--- src/pkg/alux_pkg.sv ---
/*
  alux_pkg: shared constants and types for the sub/swap/xor/direction datapath.
  assumes a surrounding core that decodes instructions and owns the register file.
*/
package alux_pkg;
  localparam int DATA_W = 8;
  localparam int ADDR_W = 7;
  localparam logic [6:0] REG_ADDR_MAX = 7'h7F;
  localparam logic [2:0] DIR_SEL_A = 3'h5;
  localparam logic [2:0] DIR_SEL_B = 3'h6;
  localparam logic [2:0] DIR_SEL_C = 3'h7;
  localparam logic [7:0] DIR_RESET = 8'hFF;
  localparam logic [7:0] ACC_RESET = 8'h00;
  localparam logic DEST_ACC = 1'b0;
  localparam logic DEST_REG = 1'b1;
  localparam int NUM_PORTS = 3;

  typedef enum logic [2:0] {
    ALUX_OP_NONE,
    ALUX_OP_SUB_BORROW,
    ALUX_OP_NIBBLE_SWAP,
    ALUX_OP_XOR_LIT,
    ALUX_OP_XOR_REG,
    ALUX_OP_DIR_LOAD
  } alux_op_t;
endpackage

--- src/pkg/alux_core_if.sv ---
/*
  alux_core_if: operands and results between the top and its compute unit.
  assumes one clock domain; purely combinational traffic.
*/
`timescale 1ns/100ps
interface alux_core_if;
  import alux_pkg::*;
  alux_op_t op;
  logic [7:0] acc;
  logic [7:0] reg_val;
  logic [7:0] lit;
  logic carry_in;
  logic [7:0] result;
  logic carry_out;
  logic nib_carry_out;
  logic zero_out;
  logic upd_carry;
  logic upd_zero;
  modport top (output op, acc, reg_val, lit, carry_in,
    input result, carry_out, nib_carry_out, zero_out, upd_carry, upd_zero);
  modport unit (input op, acc, reg_val, lit, carry_in,
    output result, carry_out, nib_carry_out, zero_out, upd_carry, upd_zero);
endinterface

--- src/alux_top.sv ---
/*
  alux_top: executes subtract-with-borrow, nibble swap, xor and direction load.
  assumes the core supplies the addressed register value and stores reg_wr_data
  when reg_wr_en pulses; one operation per enabled cycle.
*/
// Operation
// (RULE_01) subtract-with-borrow gives register minus accumulator minus inverted carry, sets all three flags.
// (RULE_02) subtract-with-borrow result goes to accumulator when dest is 0, else to the register.
// (RULE_03) nibble swap exchanges the register's halves and touches no flag.
// (RULE_04) nibble swap result goes to accumulator when dest is 0, else to the register.
// (RULE_05) direction load copies accumulator to port A, B or C direction for operand 5, 6, 7.
// (RULE_06) xor literal puts accumulator xor literal in the accumulator, updating only zero.
// (RULE_07) xor register xors accumulator with register to the chosen dest, updating only zero.
// (RULE_08) the zero flag is set when the 8-bit result is zero and cleared otherwise.
`timescale 1ns/100ps
module alux_top (
  input wire logic ref_clk,
  input wire logic srst,
  input wire logic clk_en,
  input wire logic op_valid,
  input alux_pkg::alux_op_t op,
  input wire logic [alux_pkg::ADDR_W-1:0] reg_addr,
  input wire logic [7:0] reg_rd_data,
  input wire logic [7:0] literal,
  input wire logic dest_sel,
  output logic [7:0] accumulator,
  output logic carry_flag,
  output logic nibble_carry_flag,
  output logic zero_flag,
  output logic reg_wr_en,
  output logic [alux_pkg::ADDR_W-1:0] reg_wr_addr,
  output logic [7:0] reg_wr_data,
  output logic [7:0] port_a_direction,
  output logic [7:0] port_b_direction,
  output logic [7:0] port_c_direction
);
  import alux_pkg::*;

  alux_core_if cif ();
  alux_compute u_compute (
    .cif(cif)
  );

  logic [7:0] dir_q [NUM_PORTS];
  logic [7:0] next_dir [NUM_PORTS];
  logic [7:0] next_accumulator;
  logic next_carry_flag;
  logic next_nibble_carry_flag;
  logic next_zero_flag;
  logic next_reg_wr_en;
  logic [ADDR_W-1:0] next_reg_wr_addr;
  logic [7:0] next_reg_wr_data;
  logic go;

  assign cif.op = op_valid ? op : ALUX_OP_NONE;
  assign cif.acc = accumulator;
  assign cif.reg_val = reg_rd_data;
  assign cif.lit = literal;
  assign cif.carry_in = carry_flag;
  assign go = clk_en && op_valid;

  always_comb begin
    next_accumulator = accumulator;
    next_carry_flag = carry_flag;
    next_nibble_carry_flag = nibble_carry_flag;
    next_zero_flag = zero_flag;
    next_reg_wr_en = 1'b0;
    next_reg_wr_addr = reg_wr_addr;
    next_reg_wr_data = reg_wr_data;
    if (op_valid) begin
      if (cif.upd_carry) begin
        next_carry_flag = cif.carry_out; // [RULE_01]
        next_nibble_carry_flag = cif.nib_carry_out;
      end
      if (cif.upd_zero) begin
        next_zero_flag = cif.zero_out; // [RULE_08]
      end
      unique case (op)
        ALUX_OP_SUB_BORROW, ALUX_OP_NIBBLE_SWAP, ALUX_OP_XOR_REG: begin
          if (dest_sel == DEST_REG) begin // [RULE_02] [RULE_04] [RULE_07]
            next_reg_wr_en = 1'b1;
            next_reg_wr_addr = reg_addr;
            next_reg_wr_data = cif.result;
          end else begin
            next_accumulator = cif.result;
          end
        end
        ALUX_OP_XOR_LIT: begin
          next_accumulator = cif.result; // [RULE_06]
        end
        ALUX_OP_DIR_LOAD, ALUX_OP_NONE: begin
          next_accumulator = accumulator;
        end
      endcase
    end
  end

  // invalid direction operands are dropped so no port changes by accident
  generate
    for (genvar p = 0; p < NUM_PORTS; p++) begin : g_dir
      always_comb begin
        next_dir[p] = dir_q[p];
        if (op_valid && op == ALUX_OP_DIR_LOAD &&
            reg_addr[2:0] == DIR_SEL_A + 3'(p) && reg_addr[6:3] == 4'h0) begin
          next_dir[p] = accumulator; // [RULE_05]
        end
      end
      always_ff @(posedge ref_clk) begin
        if (srst) begin
          dir_q[p] <= DIR_RESET;
        end else if (clk_en) begin
          dir_q[p] <= next_dir[p];
        end
      end
    end
  endgenerate

  always_ff @(posedge ref_clk) begin
    if (srst) begin
      accumulator <= ACC_RESET;
      carry_flag <= 1'b0;
      nibble_carry_flag <= 1'b0;
      zero_flag <= 1'b0;
      reg_wr_en <= 1'b0;
      reg_wr_addr <= '0;
      reg_wr_data <= 8'h00;
    end else if (clk_en) begin
      accumulator <= next_accumulator;
      carry_flag <= next_carry_flag;
      nibble_carry_flag <= next_nibble_carry_flag;
      zero_flag <= next_zero_flag;
      reg_wr_en <= next_reg_wr_en;
      reg_wr_addr <= next_reg_wr_addr;
      reg_wr_data <= next_reg_wr_data;
    end
  end

  assign port_a_direction = dir_q[0];
  assign port_b_direction = dir_q[1];
  assign port_c_direction = dir_q[2];
endmodule // alux_top

--- src/alux_compute.sv ---
/*
  alux_compute: combinational result and flag generation for one operation.
  assumes operands are stable for the cycle in which the top registers them.
*/
`timescale 1ns/100ps
module alux_compute (
  alux_core_if.unit cif
);
  import alux_pkg::*;

  logic [8:0] diff;
  logic [4:0] ndiff;

  always_comb begin
    // carry set means no borrow, so borrow in is its inverse
    diff = {1'b0, cif.reg_val} + {1'b0, ~cif.acc} + {8'h00, cif.carry_in}; // [RULE_01]
    ndiff = {1'b0, cif.reg_val[3:0]} + {1'b0, ~cif.acc[3:0]} + {4'h0, cif.carry_in};
    cif.result = 8'h00;
    cif.upd_carry = 1'b0;
    cif.upd_zero = 1'b0;
    unique case (cif.op)
      ALUX_OP_SUB_BORROW: begin
        cif.result = diff[7:0];
        cif.upd_carry = 1'b1;
        cif.upd_zero = 1'b1;
      end
      ALUX_OP_NIBBLE_SWAP: begin
        cif.result = {cif.reg_val[3:0], cif.reg_val[7:4]}; // [RULE_03]
      end
      ALUX_OP_XOR_LIT: begin
        cif.result = cif.acc ^ cif.lit; // [RULE_06]
        cif.upd_zero = 1'b1;
      end
      ALUX_OP_XOR_REG: begin
        cif.result = cif.acc ^ cif.reg_val; // [RULE_07]
        cif.upd_zero = 1'b1;
      end
      ALUX_OP_DIR_LOAD: begin
        cif.result = cif.acc;
      end
      ALUX_OP_NONE: begin
        cif.result = 8'h00;
      end
    endcase
    cif.carry_out = diff[8];
    cif.nib_carry_out = ndiff[4];
    cif.zero_out = (cif.result == 8'h00); // [RULE_08]
  end
endmodule // alux_compute

--- config.mk ---
export PLATFORM = sky130hd
export DESIGN_NAME = alux_top
export DESIGN_NICKNAME = d
export VERILOG_FILES = /design/src/pkg/alux_pkg.sv /design/src/pkg/alux_core_if.sv /design/src/alux_top.sv /design/src/alux_compute.sv
export SDC_FILE = /design/constraint.sdc
export NUM_CORES = 1
export LEC_CHECK = 0
export BUFFER_PORTS_ARGS = -buffer_cell sky130_fd_sc_hd__clkbuf_2
export CAP_MARGIN = 30
export CORE_UTILIZATION = 40
export CTS_CLUSTER_SIZE = 28
export DETAILED_ROUTE_END_ITERATION = 8
export GPL_TIMING_DRIVEN = 0
export HOLD_SLACK_MARGIN = 0.15
export PLACE_DENSITY = 0.74
export SLEW_MARGIN = 20
export SYNTH_ARGS = -nofsm -noshare
export SYNTH_HDL_FRONTEND = slang
export SYNTH_SLANG_ARGS = --single-unit
--- constraint.sdc ---
create_clock -name ref_clk -period 2.79 [get_ports ref_clk]
set_input_delay 0.558 -clock ref_clk [delete_from_list [all_inputs] [get_ports ref_clk]]
set_output_delay 0.558 -clock ref_clk [all_outputs]
set_load 0.05 [all_outputs]
==> reports/summary.txt, run 1 <==
Number of distinct library cells after synthesis: 38
Finished Layout Cells: 439
Syn_nets: 313
Mapped Area: 2690 µm²
Ranking of synthesized cells by area: edfxtp_1 (27%), dfxtp_1 (20%), mux2i_1 (10%)
Dpl cells: 431
Vias in the first global route: 2164
Final Cycle Share: 91.3%
Most common cell after layout, fill and taps aside: clkbuf_2
Hold/Removal Path Class: reg2reg
Layout cell share with drive strength beyond 1: 27.3%
Post-synth EDFFs: 24
Reg clk slew, reported paths: 0.09 ns
Sequential area share after synthesis: 46.8%
Layout area overhead: 21.9%
WP buf/inv: 2
FFs w/ async S/R, synth: 0%
Reg2reg path depth: 11
Mean Syn Cell Area: 9.86 µm²
Crit-path slowest cell: fa_1
Leakage power total: 1.48 nW
Total GRT Usage: 19.2%
Synth Instances: 273
Synth area leader: edfxtp_1
Vias: 2275
Critical path data arrival time: 2.76 ns
Clk_lat worst skew: 0.31 ns
Worst vdd ir: 0.221 mV
Finished layout cell area: 3280 µm²
Total setup buffers inserted after CTS: 0
Synth Register Bits: 51
Setup CP Type: reg2reg
Flop-to-flop setup slack: 0.24 ns
Worst hold endpoint: reg_wr_en
Top_reg_cell synth: dfxtp_1
Design Power: 1.58 mW
RSZ-0062 raised after global routing: no
Slew at the pin closest to its max-slew limit: 0.791 ns
Pre-Repair DR Iteration Count: 6
Crit Path Max Fanout: 4
CP Launch Type: flop
Drt initial violations: 193
Placed Area: 3190 µm²
Cts bufs inserted: 5
Layout Skew: 0.00773 ns
Setup Slack @ Placement: -0.0430 ns
Failing checks: design-rule violations
CP Cell Sequence: inv_1 > fa_1 > inv_1 > fa_1 > nor2b_1 > nor3_1 > o21ai_0 > xnor2_1 > a21oi_2 > nor3_1 > a21o_1
DR vias/cell: 5.18
Hold_ws: 0.480 ns
Final GP Congestion: 0.873
Crit end category: flop
Core area: 6420 µm²
Max Cap Viol: 0
Largest net degree at the start of global routing: 16
Post-route setup slack: 0.243 ns
Setup TNS: 0 ns
Peak Freq: 393 MHz
Status: finished with violations
Largest stage delay, worst path: 0.40 ns
Post-DP HPWL: 5100 µm
Max-Slew Margin vs Limit: 47.2%
Fin util: 51.1%
Fin crit period: 2.55 ns
Commonest non-fill, non-tap cells in the layout: clkbuf_2 (81), nor2_1 (33), mux2i_1 (28)
Antenna violations before repair: 0
Pwr Density: 481 nW/µm²
Post-synth top area share: 26.8%
CTS H-tree depth: 2
Port Buffer Count: 81
Antenna-violating nets left: 0
Critical R2R Capture: zero_flag
CTS tree: yes
Root buffer cell: clkbuf_8
# IOs: 82
Hold Crit Depth: 2
Endpoints failing hold: 0
DRT Wirelength: 6480 µm
Reg2Reg Launch Point: accumulator[0]
Delay-heaviest family, CP: compound AO/OA/AOI/OAI gates
Final net count: 401
Inserted Diodes: 0
First-pass GRT wire length: 10700 µm
Worst Hold Launch: reg_wr_en
Die Footprint: 7060 µm²
Synth warnings: 0
Die Ht: 84.0 µm
Clock buffer depth: 2
Setup Viol. Count Final: 0
Routed WL per cell: 14.8 µm
DR DRC count: 16
Worst path depth: 11
Die width: 84.0 µm
Starting Density: 41.9%
Core Rows: 29
Sink Count: 51
GR Overflow Total: 0
Final slew viol count: 0
CP Data Required Time: 3.00 ns
==> registers in the layout (all words and copies together), names as in the netlist <==
register           flops
reg_wr_data            8
reg_wr_addr            7
reg_wr_en              1
accumulator            8
nibble_carry_flag      1
dir_q                 24
zero_flag              1
carry_flag             1
==> report_power, final <==
group | switching, mW | internal [mW]
combinational | 0.237 | 0.112
clock | 0.237 | 0.171
sequential | 0.0113 | 0.810
total | 0.485 | 1.09
==> cell families after synthesis <==
family                   Yosys count  synth area share (%)
buffers and inverters             27                  4.37
flip-flops                        51                  46.8
AND/OR/NAND/NOR                   83                  14.5
multiplexers                      28                  10.4
AO/OA/AOI/OAI                     59                  13.9
XOR/XNOR                          16                  5.20
adder cells (fa/ha/maj)            9                  4.74
==> final cells by class <==
cell class | count | area, µm²
tap | 77 | 96.3
buffer | 15 | 72.6
inverter | 12 | 45.0
fill | 602 | 3140
multi-input combinational | 195 | 1320
clock buffer | 5 | 68.8
sequential | 51 | 1260
clock inverter | 3 | 15.0
timing repair buffer | 81 | 405
==> worst max-delay path by stage <==
| stage | startpoint | endpoint |
|---|---|---|
| CTS | accumulator[0] | zero_flag |
| finish | accumulator[0] | zero_flag |
| detailed placement | op[2] | dir_q[0][1] |
| floorplan | accumulator[0] | zero_flag |
| global placement | reg_rd_data[0] | zero_flag |
| global route | accumulator[0] | zero_flag |
==> cell usage after synthesis, types with 2 or more instances <==
library cell  instances
clkbuf_1              7
xnor2_1              11
dfxtp_1              27
buf_2                 7
nand2b_1              6
nand4_1               2
a22oi_1               6
edfxtp_1             24
a32oi_1               2
inv_1                12
a211oi_1              3
nand2_1              22
o211ai_1              3
ha_1                  7
mux2i_1              28
a21o_1                9
xor2_1                5
nor2b_1               9
a21oi_1              16
fa_1                  2
nor2_1               33
a31o_2                2
o21ai_0              12
nor3_1                4
==> worst register-to-register path, stage by stage (launching register included) <==
cell     delay [ns]
dfxtp_1        0.35
inv_1          0.13
fa_1           0.27
inv_1          0.07
fa_1           0.40
nor2b_1        0.18
nor3_1         0.06
o21ai_0        0.32
xnor2_1        0.14
a21oi_2        0.25
nor3_1         0.09
a21o_1         0.18
==> layer usage <==
layer | up-vias | share of wire (%) | track usage (%) | wire length [µm]
li1 | 1136 | - | - | -
met1 | 1047 | 47 | 26.1 | 3070
met2 | 81 | 45 | 31.0 | 2940
met3 | 11 | 5.9 | 4.25 | 380
met4 | 0 | 1.3 | 4.70 | 87
met5 | - | 0 | 0 | 0
==> what timing repair did <==
item	4_1_cts	5_1_grt
hold buffers	0	0
gates resized for setup	0	1
setup endpoints to repair	0	1
Note: power is estimated with default switching activity, not from simulation.
==> inputs of run 2 (changes only) <==
--- a/config.mk
+++ b/config.mk
@@ -7,12 +7,12 @@
 export LEC_CHECK = 0
 export BUFFER_PORTS_ARGS = -buffer_cell sky130_fd_sc_hd__clkbuf_2
 export CAP_MARGIN = 30
-export CORE_UTILIZATION = 40
+export CORE_UTILIZATION = 25
 export CTS_CLUSTER_SIZE = 28
 export DETAILED_ROUTE_END_ITERATION = 8
 export GPL_TIMING_DRIVEN = 0
 export HOLD_SLACK_MARGIN = 0.15
-export PLACE_DENSITY = 0.74
+export PLACE_DENSITY = 0.55
 export SLEW_MARGIN = 20
 export SYNTH_ARGS = -nofsm -noshare
 export SYNTH_HDL_FRONTEND = slang
==> constraint.sdc (replaced) <==
create_clock -name ref_clk -period 2 [get_ports ref_clk]
set_input_delay 0.4 -clock ref_clk [delete_from_list [all_inputs] [get_ports ref_clk]]
set_output_delay 0.4 -clock ref_clk [all_outputs]
set_load 0.05 [all_outputs]
==> run 2 against run 1 <==
Net effect:
- the flow finishes with violations (negative setup slack)
- combinational power rose by 62%
- sequential share of layout area decreased by 3.2 points
- cell count up 16%
- clock power is 77% higher
- non-clock buffer count rose by 11
- via count up 2.5%
- power grew 54%
- clock-buffer cell count stayed put
- flip-flop and latch count unchanged
- final area is 11% higher
- fmax increased by 19%
- largest cell class unchanged
==> reports/summary.txt, run 2 (synthesis results as in run 1) <==
Status: finished with violations
Failing checks: negative setup slack
Endpoints failing hold: 0
Port Buffer Count: 81
Final net count: 412
Finished layout cell area: 3630 µm²
Critical path data arrival time: 2.32 ns
Slew at the pin closest to its max-slew limit: 0.678 ns
CP Data Required Time: 2.19 ns
Final slew viol count: 0
Final GP Congestion: 0.840
# IOs: 82
DRT Wirelength: 7440 µm
Most common cell after layout, fill and taps aside: clkbuf_2
Leakage power total: 1.57 nW
CTS Hold Buffers Added: 0
Flop-to-flop setup slack: -0.13 ns
Die Ht: 106 µm
DR DRC count: 0
Fin crit period: 2.13 ns
Clk_lat worst skew: 0.30 ns
Pwr Density: 668 nW/µm²
Finished Layout Cells: 509
Core area: 10400 µm²
CTS H-tree depth: 2
Setup CP Type: reg2reg
Core Rows: 37
Final Cycle Share: 107%
Design Power: 2.43 mW
Crit end category: flop
Setup Slack @ Placement: -0.695 ns
DR WL met2: 3510 µm
Total GRT Usage: 13.4%
Post-DP HPWL: 5780 µm
Largest register FFs: 24
Top sig layer: met4
Layout Skew: 0.00925 ns
RSZ-0062 raised after global routing: yes
Layout filler cell count: 1114
Setup TNS: -0.628 ns
Max-Slew Margin vs Limit: 54.8%
Worst vdd ir: 0.259 mV
Wl on met1: 3480 µm
Vias in the first global route: 2191
Antenna-violating nets left: 0
Peak Freq: 468 MHz
Max Cap Viol: 0
Inserted Diodes: 0
Top reg by flops: dir_q
Drt initial violations: 100
Crit Path Max Fanout: 3
Die width: 106 µm
Post-route setup slack: -0.135 ns
First-pass GRT wire length: 11500 µm
Largest regs: dir_q (24), accumulator (8), reg_wr_data (8)
WL met3: 376 µm
Cts bufs inserted: 5
Hold/Removal Path Class: in2reg
CTS tree: yes
Starting Density: 26.0%
Pre-Repair DR Iteration Count: 4
Dpl cells: 490
Commonest non-fill, non-tap cells in the layout: clkbuf_2 (82), nor2_1 (32), mux2i_1 (28)
Reg clk slew, reported paths: 0.10 ns
Antenna violations before repair: 0
Sink Count: 51
GR Overflow Total: 0
DR vias/cell: 4.58
Die Footprint: 11200 µm²
CP Launch Type: flop
Root buffer cell: clkbuf_8
Routed WL per cell: 14.6 µm
Placed Area: 3300 µm²
Layout area overhead: 35.0%
Largest net degree at the start of global routing: 17
Clock buffer depth: 2
Vias: 2331
Layout cell share with drive strength beyond 1: 38.1%
Setup Viol. Count Final: 8
## run 2: critical path: stages, from the launching register on
cell and delay (ns):
dfxtp_4 0.36, inv_4 0.06, fa_2 0.25, inv_2 0.05, fa_2 0.37, nor2b_4 0.14, nor3_2 0.05, o21ai_2 0.15
xnor2_1 0.16, a21oi_2 0.10, buf_4 0.15, mux2i_1 0.12, nor2_1 0.06
## run 2: worst paths after layout
kind,from,cells after the start,end
hold / removal,reg_addr[3],3,reg_wr_addr[3]
setup / recovery,accumulator[0],12,reg_wr_data[6]
hold reg to reg,reg_wr_en,2,reg_wr_en
setup reg to reg,accumulator[0],12,reg_wr_data[6]
## run 2: per-layer routing
| metal | vias to the layer above | global-route usage, % |
|---|---|---|
| li1 | 1157 | - |
| met3 | 8 | 2.54 |
| met5 | - | 0 |
| met4 | 0 | 3.37 |
| met2 | 70 | 22.9 |
| met1 | 1096 | 17.3 |
## run 2: area by class of cell
| type | instances | area (µm²) | area share [%] |
|---|---|---|---|
| multi-input cells | 195 | 1450 | 39.9 |
| repair buffers | 92 | 500 | 13.8 |
| plain buffers | 15 | 73.8 | 2.03 |
| inverters | 12 | 47.5 | 1.31 |
| clock inverters | 3 | 42.5 | 1.17 |
| clock buffers | 5 | 68.8 | 1.89 |
| flip-flops and latches | 51 | 1280 | 35.2 |
| well taps | 136 | 170 | 4.68 |
## run 2: repair_timing
action,in CTS,in global routing
setup buffers,9,4
pin swaps,11,16
endpoints found under the hold margin,0,0
resized for setup,13,14
endpoints found under the setup margin,20,37
## run 2: where the power goes
group | total (mW) | internal (mW) | switching (mW)
Sequential | 1.14 | 1.13 | 0.0161
Clock | 0.722 | 0.373 | 0.349
Combinational | 0.563 | 0.200 | 0.363
Total | 2.43 | 1.70 | 0.728
## run 2: stage by stage
step	hold WS (ns)	util, %
2_1_floorplan	0.544	-
3_3_place_gp	0.473	31.8
6_report	0.340	35.1
5_1_grt	0.354	35.1
4_1_cts	0.336	34.0
3_5_place_dp	0.476	31.8
==> inputs of run 3 (changes only) <==
--- a/config.mk
+++ b/config.mk
@@ -7,12 +7,12 @@
 export LEC_CHECK = 0
 export BUFFER_PORTS_ARGS = -buffer_cell sky130_fd_sc_hd__clkbuf_2
 export CAP_MARGIN = 30
-export CORE_UTILIZATION = 25
+export CORE_UTILIZATION = 46
 export CTS_CLUSTER_SIZE = 28
 export DETAILED_ROUTE_END_ITERATION = 8
 export GPL_TIMING_DRIVEN = 0
 export HOLD_SLACK_MARGIN = 0.15
-export PLACE_DENSITY = 0.55
+export PLACE_DENSITY = 0.85
 export SLEW_MARGIN = 20
 export SYNTH_ARGS = -nofsm -noshare
 export SYNTH_HDL_FRONTEND = slang
==> run 3 against run 2 <==
Net effect:
- clock skew rose by 0.0013 ns
- core utilization rose by 28 points
- register-to-register slack barely moved
- the flow still finishes with violations (negative setup slack)
- routed wire length fell by 9.3%
- via count rose by 3.7%
- global-route usage rose by 8.0 points
- first-iteration DRC count rose by 63%
- critical path depth fell by 3
- cell count fell by 14%
- highest routed layer unchanged
==> reports/summary.txt, run 3 (synthesis results as in run 1) <==
Vias: 2417
CP Launch Type: flop
Worst vdd ir: 0.380 mV
Core Rows: 27
Crit end category: flop
CTS tree: yes
Endpoints failing hold: 0
Worst path depth: 9
Layout Skew: 0.0105 ns
Placed Area: 3220 µm²
Crit Path Max Fanout: 3
Vias in the first global route: 2105
Register area: 1280 µm²
Dpl cells: 426
Hold/Removal Path Class: in2reg
Antenna-violating nets left: 0
Critical path data arrival time: 2.40 ns
CTS H-tree depth: 2
Setup CP Type: reg2reg
Port Buffer Count: 81
Crit-path slowest cell: fa_2
DR vias/cell: 5.49
Final Cycle Share: 107%
Largest net degree at the start of global routing: 16
Multi-input logic area: 1460 µm²
Die width: 78.5 µm
Clk_lat worst skew: 0.31 ns
Hold Crit Depth: 3
Pre-Repair DR Iteration Count: 4
Drt initial violations: 163
RSZ-0062 raised after global routing: yes
WP buf/inv: 2
Largest register FFs: 24
Die Footprint: 6160 µm²
Pwr Density: 670 nW/µm²
Layout area overhead: 30.3%
CP Data Required Time: 2.26 ns
Final GP Congestion: 0.913
Root buffer cell: clkbuf_8
Inserted Diodes: 0
Setup Viol. Count Final: 7
Peak Freq: 468 MHz
Fin crit period: 2.14 ns
First-pass GRT wire length: 10100 µm
Clock buffer depth: 2
Cts bufs inserted: 5
Core area: 5570 µm²
Commonest non-fill, non-tap cells in the layout: clkbuf_2 (82), nor2_1 (33), mux2i_1 (28)
Antenna violations before repair: 0
Slew at the pin closest to its max-slew limit: 0.617 ns
Die Ht: 78.5 µm
Final net count: 407
Layout filler cell count: 460
DRT Wirelength: 6750 µm
Design Power: 2.35 mW
GR Overflow Total: 0
Largest regs: dir_q (24), accumulator (8), reg_wr_data (8)
Largest stage delay, worst path: 0.54 ns
Reg clk slew, reported paths: 0.09 ns
Final slew viol count: 0
Failing checks: negative setup slack
Top reg by flops: dir_q
Status: finished with violations
Most common cell after layout, fill and taps aside: clkbuf_2
Finished layout cell area: 3510 µm²
Max-Slew Margin vs Limit: 58.9%
CP Cell Sequence: inv_4 > fa_2 > inv_2 > fa_2 > nand2_2 > a32oi_4 > nand4bb_1 > nor4_2 > a21o_1
Total GRT Usage: 21.4%
Max Cap Viol: 0
Delay-heaviest family, CP: adder cells
# IOs: 82
Hold_ws: 0.339 ns
CP most frequent cell: fa_2
Layout cell share with drive strength beyond 1: 37.5%
DR DRC count: 0
Starting Density: 48.3%
Post-route setup slack: -0.139 ns
Post-DP HPWL: 4900 µm
Reg2reg path depth: 9
Fin util: 62.9%
Finished Layout Cells: 440
Sink Count: 51
Leakage power total: 1.54 nW
Routed WL per cell: 15.3 µm
## run 3: cell types whose count changed in the layout (fill, tap and decap cells not counted), moves of 2 or more
cell | before | now
ha_4 | 2 | 4
buf_4 | 10 | 6
clkbuf_8 | 5 | 7
ha_1 | 5 | 3
## run 3: worst paths after layout
| path | start | endpoint | slack, ns |
|---|---|---|---|
| setup / recovery | accumulator[0] | zero_flag | -0.14 |
| hold / removal | reg_addr[6] | reg_wr_addr[6] | 0.34 |
| hold reg to reg | reg_wr_en | reg_wr_en | 0.48 |
| setup reg to reg | accumulator[0] | zero_flag | -0.14 |
## run 3: metal layers
metal	track usage (%)	routed length, µm	up-vias
li1	-	-	1157
met1	27.1	2930	1106
met2	35.7	3140	127
met3	4.30	436	27
met4	8.33	244	0
met5	0	0	-
## run 3: timing repair
item / in CTS / in global routing
resized for setup: 8 / 19
setup buffers: 5 / 2
endpoints found under the setup margin: 17 / 20
pin swaps: 14 / 13
hold buffers: 0 / 0
## run 3: worst min-delay path: stages
cell	delay (ns)
clkbuf_2	0.09
mux2i_1	0.06
nor2_1	0.07
## run 3: layout make-up
| cell class | count | area share [%] |
|---|---|---|
| plain buffers | 15 | 2.10 |
| clock buffers | 7 | 2.75 |
| clock inverters | 1 | 0.178 |
| inverters | 12 | 1.36 |
| multi-input cells | 195 | 41.7 |
| flip-flops and latches | 51 | 36.5 |
| well taps | 72 | 2.57 |
| repair buffers | 87 | 12.8 |
## run 3: where the power goes
group / leakage, nW / switching, mW / internal [mW]
registers: 0.435 / 0.0163 / 1.13
logic: 1.05 / 0.363 / 0.191
clock network: 0.0548 / 0.338 / 0.316
## run 3: through the flow
| step | TNS (ns) | worst slack (ns) |
|---|---|---|
| 4_1_cts | -0.537 | -0.167 |
| 3_5_place_dp | -10.05 | -0.554 |
| 3_3_place_gp | -9.60 | -0.567 |
| 2_1_floorplan | -0.0536 | -0.0536 |
| 6_report | -0.343 | -0.139 |
| 5_1_grt | -1.34 | -0.236 |
